[src/logic/asr_pkg.sv]
// Constants and types shared by the serial converter readout block.
// Assumes a single clock domain; the package holds no logic of its own.
package asr_pkg;

  // ----------------------------------------------------------------
  // Word layout
  // ----------------------------------------------------------------
  localparam int unsigned WORD_BITS  = 16;
  localparam int unsigned CODE_BITS  = 12;
  localparam int unsigned LEAD_ZEROS = 4;
  localparam logic [4:0]  LEAD_ZEROS_5   = 5'h04;
  localparam logic [4:0]  LAST_BIT_INDEX = 5'h0F;
  localparam logic [4:0]  WORD_BITS_5    = 5'h10;
  localparam logic [3:0]  LEAD_FILL      = 4'h0;

  // ----------------------------------------------------------------
  // Resolution variants and their converted bit counts
  // ----------------------------------------------------------------
  localparam logic [1:0]  RES_SEL_12 = 2'h0;
  localparam logic [1:0]  RES_SEL_10 = 2'h1;
  localparam logic [1:0]  RES_SEL_8  = 2'h2;
  localparam logic [4:0]  RES_BITS_12 = 5'h0C;
  localparam logic [4:0]  RES_BITS_10 = 5'h0A;
  localparam logic [4:0]  RES_BITS_8  = 5'h08;

  // ----------------------------------------------------------------
  // Reset values
  // ----------------------------------------------------------------
  localparam logic [11:0] CODE_RESET = 12'h000;
  localparam logic [15:0] WORD_RESET = 16'h0000;
  localparam logic [1:0]  RES_SEL_RESET = RES_SEL_12;

  typedef enum logic [1:0] {
    ASR_IDLE,
    ASR_FRAME,
    ASR_REFUSED
  } asr_state_t;

endpackage

[src/logic/asr_buffer.sv]
// Two-entry buffer for finished result words, valid/ready on both sides.
// Assumes one clock and that the writer pushes only while in_ready is high.
`timescale 1ns/10ps
`default_nettype none

module asr_buffer
  import asr_pkg::*;
(
  input  wire logic        mclk,
  input  wire logic        reset_n,
  input  wire logic        in_valid,
  input  wire logic [15:0] in_data,
  output logic             in_ready,
  output logic             out_valid,
  output logic [15:0]      out_data,
  input  wire logic        out_ready
);

  logic [15:0] slot [2];
  logic [1:0]  slot_valid;
  logic [15:0] next_slot [2];
  logic [1:0]  next_slot_valid;
  logic        pop;
  logic        push;

  // Slot 0 is the head and drives the outputs straight from its flops.
  always_comb begin
    pop             = slot_valid[0] & out_ready;
    push            = in_valid & ~slot_valid[1];
    next_slot[0]    = slot[0];
    next_slot[1]    = slot[1];
    next_slot_valid = slot_valid;
    if (pop) begin
      if (slot_valid[1]) begin
        next_slot[0]       = slot[1];
        next_slot_valid[1] = push;
        next_slot[1]       = in_data;
      end else begin
        next_slot_valid[0] = push;
        next_slot[0]       = in_data;
      end
    end else if (push) begin
      if (!slot_valid[0]) begin
        next_slot_valid[0] = 1'b1;
        next_slot[0]       = in_data;
      end else begin
        next_slot_valid[1] = 1'b1;
        next_slot[1]       = in_data;
      end
    end
  end

  always_ff @(posedge mclk or negedge reset_n) begin
    if (!reset_n) begin
      slot[0]    <= WORD_RESET;
      slot[1]    <= WORD_RESET;
      slot_valid <= 2'h0;
    end else begin
      slot[0]    <= next_slot[0];
      slot[1]    <= next_slot[1];
      slot_valid <= next_slot_valid;
    end
  end

  assign in_ready  = ~slot_valid[1];
  assign out_valid = slot_valid[0];
  assign out_data  = slot[0];

endmodule

`default_nettype wire

[src/logic/asr_readout.sv]
// Conversion control and serial result readout of a successive
// approximation converter, 12-, 10- or 8-bit variant.
// Assumes select and serial clock are synchronous to mclk and much slower,
// and that an analog comparator answers the trial code on cmp_above.
// The host must keep each serial clock level for at least one mclk
// cycle; shorter pulses can be missed and the word comes out short.
//
// Summary of operation
// - Select input is active low.
// - Select falling starts conversion and opens frame; a full buffer refuses it.
// - Result bits change on serial clock falling edges.
// - 12-bit: four zeros, twelve bits, MSB first.
// - 10-bit: four zeros, ten bits, two zeros.
// - 8-bit: four zeros, eight bits, four zeros.
// - Serial clock alone paces the conversion.
// - Return to tracking when conversion ends.
// - Result is straight unsigned binary.
// - One 16-bit word per conversion.
`timescale 1ns/10ps
`default_nettype none

module asr_readout
  import asr_pkg::*;
(
  input  wire logic        mclk,
  input  wire logic        reset_n,
  input  wire logic        conv_select_n,
  input  wire logic        serial_clk,
  input  wire logic [1:0]  resolution_sel,
  input  wire logic        cmp_above,
  output logic             serial_result_out,
  output logic             serial_result_oe_n,
  output logic             track_hold,
  output logic [11:0]      dac_code,
  output logic             conv_busy,
  output logic             result_valid,
  output logic [15:0]      result_data,
  input  wire logic        result_ready
);

  // ----------------------------------------------------------------
  // Helpers
  // ----------------------------------------------------------------
  // A strap value of three has no variant of its own and falls back to
  // the widest one, so an unstrapped part still gives a usable word.
  function automatic logic [4:0] res_bits(input logic [1:0] sel);
    case (sel)
      RES_SEL_10: res_bits = RES_BITS_10;
      RES_SEL_8:  res_bits = RES_BITS_8;
      default:    res_bits = RES_BITS_12;
    endcase
  endfunction

  // True when word position idx carries a converted bit.
  // Positions count from zero at the first leading zero.
  function automatic logic is_code_pos(input logic [4:0] idx,
                                       input logic [4:0] nbits);
    is_code_pos = (idx >= LEAD_ZEROS_5) && (idx < LEAD_ZEROS_5 + nbits);
  endfunction

  // ----------------------------------------------------------------
  // Resolution strap
  // ----------------------------------------------------------------
  // The strap is caught on the first edge after reset release, since an
  // asynchronous reset may only load constants.
  logic [1:0] res_sel;
  logic       strap_taken;
  logic [1:0] next_res_sel;
  logic       next_strap_taken;

  always_comb begin
    next_res_sel     = res_sel;
    next_strap_taken = 1'b1;
    if (!strap_taken) begin
      next_res_sel = resolution_sel;
    end
  end

  always_ff @(posedge mclk or negedge reset_n) begin
    if (!reset_n) begin
      res_sel     <= RES_SEL_RESET;
      strap_taken <= 1'b0;
    end else begin
      res_sel     <= next_res_sel;
      strap_taken <= next_strap_taken;
    end
  end

  // ----------------------------------------------------------------
  // Edge detection on the host pins
  // ----------------------------------------------------------------
  // Both history flops reset to the idle high level of their pins.
  // With this reset a select or serial clock held low through reset is seen
  // as a fall on the first edge after release; only a high pin stays quiet.
  logic select_q;
  logic sclk_q;
  logic select_fall;
  logic select_high;
  logic sclk_fall;

  always_ff @(posedge mclk or negedge reset_n) begin
    if (!reset_n) begin
      select_q <= 1'b1;
      sclk_q   <= 1'b1;
    end else begin
      select_q <= conv_select_n;
      sclk_q   <= serial_clk;
    end
  end

  always_comb begin
    select_fall = select_q & ~conv_select_n;
    select_high = conv_select_n;
    sclk_fall = sclk_q & ~serial_clk;
  end

  // ----------------------------------------------------------------
  // Result buffer
  // ----------------------------------------------------------------
  // The buffer decouples the word consumer from the host's framing. Two
  // entries let one word wait while the next conversion runs; a third
  // frame is refused rather than overwriting a word nobody has taken.
  logic        push_valid;
  logic [15:0] push_data;
  logic        buf_ready;

  asr_buffer u_buffer (
    .mclk      (mclk),
    .reset_n   (reset_n),
    .in_valid  (push_valid),
    .in_data   (push_data),
    .in_ready  (buf_ready),
    .out_valid (result_valid),
    .out_data  (result_data),
    .out_ready (result_ready)
  );

  // ----------------------------------------------------------------
  // Conversion and frame sequencer
  // ----------------------------------------------------------------
  // One frame, counted in serial clock falls after select goes low:
  //   select fall  drive the line, leading zero, enter hold
  //   falls 1..3   remaining leading zeros; fall 3 raises the first trial
  //   falls 4..    one decision per fall, shown on the line at once
  //   fall 3+N     last decision, word to the buffer, back to track
  //   later falls  trailing zeros until sixteen bits have gone out
  // Showing each decision on the fall that makes it keeps the word free
  // of pipeline delay, at the cost of a comparator that must settle
  // within one serial clock period of the trial code changing.

  asr_state_t  state;
  logic [4:0]  bit_cnt;
  logic [11:0] code;
  logic        sdo;
  logic        sdo_oe_n;
  logic        hold;
  logic        busy;
  asr_state_t  next_state;
  logic [4:0]  next_bit_cnt;
  logic [11:0] next_code;
  logic        next_sdo;
  logic        next_sdo_oe_n;
  logic        next_hold;
  logic        next_busy;
  logic        next_push_valid;
  logic [15:0] next_push_data;
  logic [4:0]  nbits;
  logic [4:0]  idx;
  logic [4:0]  dec_pos;
  logic [4:0]  trial_pos;

  always_comb begin
    nbits           = res_bits(res_sel);
    idx             = bit_cnt + 5'h01;
    dec_pos         = LAST_BIT_INDEX - idx;
    trial_pos       = dec_pos - 5'h01;
    next_state      = state;
    next_bit_cnt    = bit_cnt;
    next_code       = code;
    next_sdo        = sdo;
    next_sdo_oe_n   = sdo_oe_n;
    next_hold       = hold;
    next_busy       = busy;
    next_push_valid = 1'b0;
    next_push_data  = push_data;
    case (state)
      ASR_IDLE: begin
        if (select_fall) begin
          // A full buffer refuses the frame so that no result is lost.
          if (buf_ready) begin
            next_state    = ASR_FRAME;
            next_bit_cnt  = 5'h00;
            next_code     = CODE_RESET;
            next_hold     = 1'b1;
            next_busy     = 1'b1;
            next_sdo_oe_n = 1'b0;
            next_sdo      = 1'b0;
          end else begin
            next_state = ASR_REFUSED;
          end
        end
      end
      ASR_FRAME: begin
        if (select_high) begin
          next_state    = ASR_IDLE;
          next_sdo_oe_n = 1'b1;
          next_sdo      = 1'b0;
          // An aborted word is dropped and never reaches the buffer.
          // aborted conversion tracks again
          next_hold     = 1'b0;
          next_busy     = 1'b0;
          next_code     = CODE_RESET;
        end else if (sclk_fall && bit_cnt < WORD_BITS_5) begin
          next_bit_cnt = idx;
          next_sdo     = 1'b0;
          if (idx <= LAST_BIT_INDEX && is_code_pos(idx, nbits)) begin
            // keep trial bit when input at or above it
            next_code[dec_pos[3:0]] = cmp_above;
            next_sdo                = cmp_above;
          end
          if (is_code_pos(idx + 5'h01, nbits)) begin
            next_code[trial_pos[3:0]] = 1'b1;
          end
          if (idx == LEAD_ZEROS_5 + nbits - 5'h01) begin
            next_hold       = 1'b0;
            next_busy       = 1'b0;
            // unused low code bits stay zero
            next_push_valid = 1'b1;
            next_push_data  = {LEAD_FILL, next_code};
          end
        end
      end
      ASR_REFUSED: begin
        // The line stays released, so a host that ignores the refusal
        // reads an undriven line rather than a stale word.
        // host releases select before the next start
        if (select_high) begin
          next_state = ASR_IDLE;
        end
      end
      default: begin
        next_state    = ASR_IDLE;
        next_sdo_oe_n = 1'b1;
        next_hold     = 1'b0;
        next_busy     = 1'b0;
      end
    endcase
    // The first trial bit goes up one edge before its decision.
    if (state == ASR_FRAME && !select_high && sclk_fall &&
        idx == LEAD_ZEROS_5 - 5'h01) begin
      next_code[CODE_BITS - 1] = 1'b1;
    end
  end

  always_ff @(posedge mclk or negedge reset_n) begin
    if (!reset_n) begin
      state      <= ASR_IDLE;
      bit_cnt    <= 5'h00;
      code       <= CODE_RESET;
      sdo        <= 1'b0;
      sdo_oe_n   <= 1'b1;
      hold       <= 1'b0;
      busy       <= 1'b0;
      push_valid <= 1'b0;
      push_data  <= WORD_RESET;
    end else begin
      state      <= next_state;
      bit_cnt    <= next_bit_cnt;
      code       <= next_code;
      sdo        <= next_sdo;
      sdo_oe_n   <= next_sdo_oe_n;
      hold       <= next_hold;
      busy       <= next_busy;
      push_valid <= next_push_valid;
      push_data  <= next_push_data;
    end
  end

  // ----------------------------------------------------------------
  // Outputs
  // ----------------------------------------------------------------
  // Every output is a plain copy of a register, so the host sees no
  // combinational path from its own pins back to the line.
  assign serial_result_out  = sdo;
  assign serial_result_oe_n = sdo_oe_n;
  assign track_hold         = hold;
  assign dac_code           = code;
  assign conv_busy          = busy;

endmodule

`default_nettype wire

[config.mk]
export PLATFORM = sky130hd
export DESIGN_NAME = asr_readout
export DESIGN_NICKNAME = d
export VERILOG_FILES = /design/src/logic/asr_pkg.sv /design/src/logic/asr_buffer.sv /design/src/logic/asr_readout.sv
export SDC_FILE = /design/constraint.sdc
export NUM_CORES = 1
export LEC_CHECK = 0
export BUFFER_PORTS_ARGS = -buffer_cell sky130_fd_sc_hd__clkbuf_2
export CAP_MARGIN = 20
export CORE_ASPECT_RATIO = 1.1
export CORE_UTILIZATION = 53
export DETAILED_ROUTE_END_ITERATION = 8
export PLACE_DENSITY_LB_ADDON = 0.25
export SLEW_MARGIN = 0
export SYNTH_ARGS = -nofsm -noshare
export SYNTH_HDL_FRONTEND = slang
export SYNTH_SLANG_ARGS = --single-unit
[constraint.sdc]
create_clock -name mclk -period 3.3 [get_ports mclk]
set_input_delay 0.825 -clock mclk [delete_from_list [all_inputs] [get_ports mclk]]
set_output_delay 0.825 -clock mclk [all_outputs]
set_load 0.05 [all_outputs]
==> reports/qor.yml <==
setup_path:
  end_kind: "flip-flop"
  required_ns: 3.57
  crit_path_start_kind: "flip-flop"
  arrival_ns: 3.31
  worstReg2RegStart: "bit_cnt[0]"
  critical_path.startpoint: "bit_cnt[0]"
  path_class: "flip-flop to flip-flop"
  cp_max_fo: 13
pwr:
  power_switching_share_pct: 33.8
  vdd_drop_max_uv: 351
  pwr_density_cell_nw_per_um2: 523
  p_int_uw: 1480
  pwr-share-comb_pct: 26.0
  switchingPower_uw: 755
  pwr-share-seq_pct: 39.0
  p_leak_uw: 0.00204
  clock_power_share_pct: 35.0
cts:
  clk_pin_slew_ns: 0.07
  h-tree-depth: 3
  clock_latency_ns: 0.35
  cts_sinks: 66
  clockBufferDepth: 2
  ctsRootBufferMaster: "clkbuf_8"
  cts_buffers: 9
  cts_tree: "done"
routing:
  avgViaCountPerCell: 5.86
  antenna_left: 0
  drtIter0Drc: 195
  avgRoutedWirePerCell_um: 16.1
  drc: 0
  routed_wl_um: 8490
  dr_total_vias: 3086
  first_pass_iters: 5
global_routing:
  grtUsageMet2_pct: 39.1
  antenna_found_initial: 0
  grt_pass1_wl_um: 14500
  grt_pass1_vias: 2995
  grt_busiest_layer: "met2"
  overflow: 0
  gr-usage-met1_pct: 30.6
  grt_usage_pct: 24.0
  use_met3_pct: 4.45
  grt_max_degree: 33
timing:
  drv_slew: 0
  rsz0062_at_grt: "no"
  maxSlewHeadroom_pct: 48.0
  fin_skew_ns: 0.0113
  hold_violations: 0
  max_freq_mhz: 328
  period_needed_ns: 3.05
  worstMarginPinSlew_ns: 0.777
  setup_viol: 0
  fin_crit_sh_pct: 92.3
  fin_tns_setup_ns: 0
synth:
  ys_seq_area_share_pct: 43.2
  synth-xor-area-share_pct: 2.05
  synth_flop_cell: "dfrtp_1"
  synth.distinct_cells: 59
  synthesis.area_um2: 3840
  synth-simple-area-share_pct: 18.8
  synthCells: 408
  yosys.area.top_type: "dfrtp_1"
  yosys.area_share.adder_pct: 5.22
  avgSynthCellArea_um2: 9.40
  synth-seq-cells: 66
  synth_compound_area_share_pct: 17.4
  synth_area_leaders: "dfrtp_1 (41%), nand2_1 (5.5%), ha_1 (5.2%), mux2_2 (4.4%), buf_4 (3.7%)"
  synthMuxAreaShare_pct: 5.45
  synthArstFlopShare_pct: 100
  yosysWarningCount: 0
  synth_edf_count: 0
  yosysTopAreaCellShare_pct: 41.1
  yosysMostFrequentCell: "dfrtp_1"
  synthTopCellsByCount: "dfrtp_1 (63), nand2_1 (56), nor2_1 (27), buf_4 (19), nand3_1 (18)"
  synth_top_family_by_area: "simple AND/OR/NAND/NOR gates"
layout:
  drive_gt1_share_pct: 22.9
  nets: 461
  diodes: 0
  fillers: 601
  areaGrowthSynthToFinish_pct: 11.5
  finalCoreUtilization_pct: 61.0
outcome:
  outcome: "finished clean"
place:
  place_hpwl_um: 6180
  io_buffers: 36
  gp_congestion: 0.886
floorplan:
  core_area_um2: 7010
  start_util_pct: 54.7
  die_y_um: 91.2
  die_w_um: 83.1
  rows: 32
  pin_count: 41
  die_area_um2: 7580
worst_hold_path:
  hp-start: "u_buffer.slot[7]"
  hp-class: "flip-flop to flip-flop"
flow_run:
  maxCapViolations: 0
## power by group through the flow
stage	combinational [uW]	clock, uW	sequential (uW)
after global placement	565	0	889
after CTS	575	797	873
final	582	783	873
after global routing	644	824	879
after floorplan	383	0	933
after detailed placement	573	0	889
## cell type report
type | count | area [um^2] | area share [%]
multi-input combinational | 289 | 1910 | 44.7
sequential | 66 | 1660 | 38.7
timing repair buffer | 53 | 308 | 7.20
clock buffer | 10 | 138 | 3.22
tap | 85 | 106 | 2.49
clock inverter | 6 | 90.1 | 2.11
inverter | 18 | 67.6 | 1.58
## critical path, cell delays in order (launching register included)
cell     delay [ns]
dfrtp_1        0.38
buf_4          0.18
inv_1          0.11
ha_1           0.33
xor2_1         0.22
inv_1          0.13
ha_1           0.22
nor4b_1        0.29
nor2_1         0.10
o21a_1         0.27
nor3_4         0.35
a32oi_1        0.19
a31oi_1        0.19
## cell families (layout without fill, tap and decap cells)
kind of cell	after synthesis	in the layout
adders and majority gates	16	16
buffers and inverters	56	87
AOI/OAI and AO/OA	100	100
other	2	5
and+or+nand+nor	143	143
DFF	66	66
muxes	19	19
xor gates and xnor gates	6	6
## registers in the layout, indices dropped and copies added (netlist names), 2 cells and up
register / cells
u_buffer.slot: 12
state: 2
u_buffer.slot_valid: 2
res_sel: 2
u_buffer.out_data: 12
bit_cnt: 5
dac_code: 12
push_data: 12
## path summary, 6_finish.rpt
check / depth (start not counted) / end / slack (ns)
worst max register to register: 12 / push_data[7] / 0.25
worst min-delay path: 2 / u_buffer.out_data[7] / 0.49
min in group asynchronous: 1 / u_buffer.slot[11] / 0.52
max in group asynchronous: 2 / sclk_q / 1.99
worst max-delay path: 12 / push_data[7] / 0.25
worst min register to register: 2 / u_buffer.out_data[7] / 0.49
## what timing repair did
action | 4_1_cts | 5_1_grt
setup buffers | 0 | 3
hold buffers | 0 | 0
endpoints found under the setup margin | 0 | 16
resized for setup | 0 | 3
## through the flow
| stage | total power [uW] | instance area [um^2] | std cells | hold slack (ns) | setup WS, ns |
|---|---|---|---|---|---|
| finish | 2240 | 4280 | 527 | 0.489 | 0.253 |
| global route | 2350 | 4280 | 527 | 0.519 | 0.0105 |
| CTS | 2240 | 4230 | 523 | 0.492 | 0.0729 |
| detailed placement | 1460 | 4000 | 507 | 0.475 | 0.0944 |
| global placement | 1450 | 4000 | 507 | 0.465 | 0.291 |
| floorplan | 1320 | 3850 | 411 | 0.456 | 0.188 |
## layer usage
layer  vias to the layer above  routed length [um]
met5                         -                   0
met4                         0                 228
met3                        24                 348
met2                        89                4110
met1                      1485                3800
li1                       1488                   -
## cells in the final DEF (no fill, tap or decap), drive strengths merged, types with 3 or more instances in the layout
cell	Yosys	final
o22ai	5	5
dfrtp	63	63
a22oi	15	15
nand2b	9	9
and2	4	4
conb	2	5
nor3	4	4
clkinv	0	3
ha	16	16
nor2b	3	3
clkbuf	12	45
mux2i	4	4
o21ai	18	18
mux2	15	15
and3	6	6
o2bb2ai	4	4
o221ai	4	4
a32oi	5	5
nand3	18	18
dfstp	3	3
nor4b	3	3
buf	26	18
nand2	56	56
a31oi	16	16
xnor2	5	5
a21oi	17	17
o21bai	4	4
nor2	28	28
inv	18	18
Power figures use the tool's default switching activity.
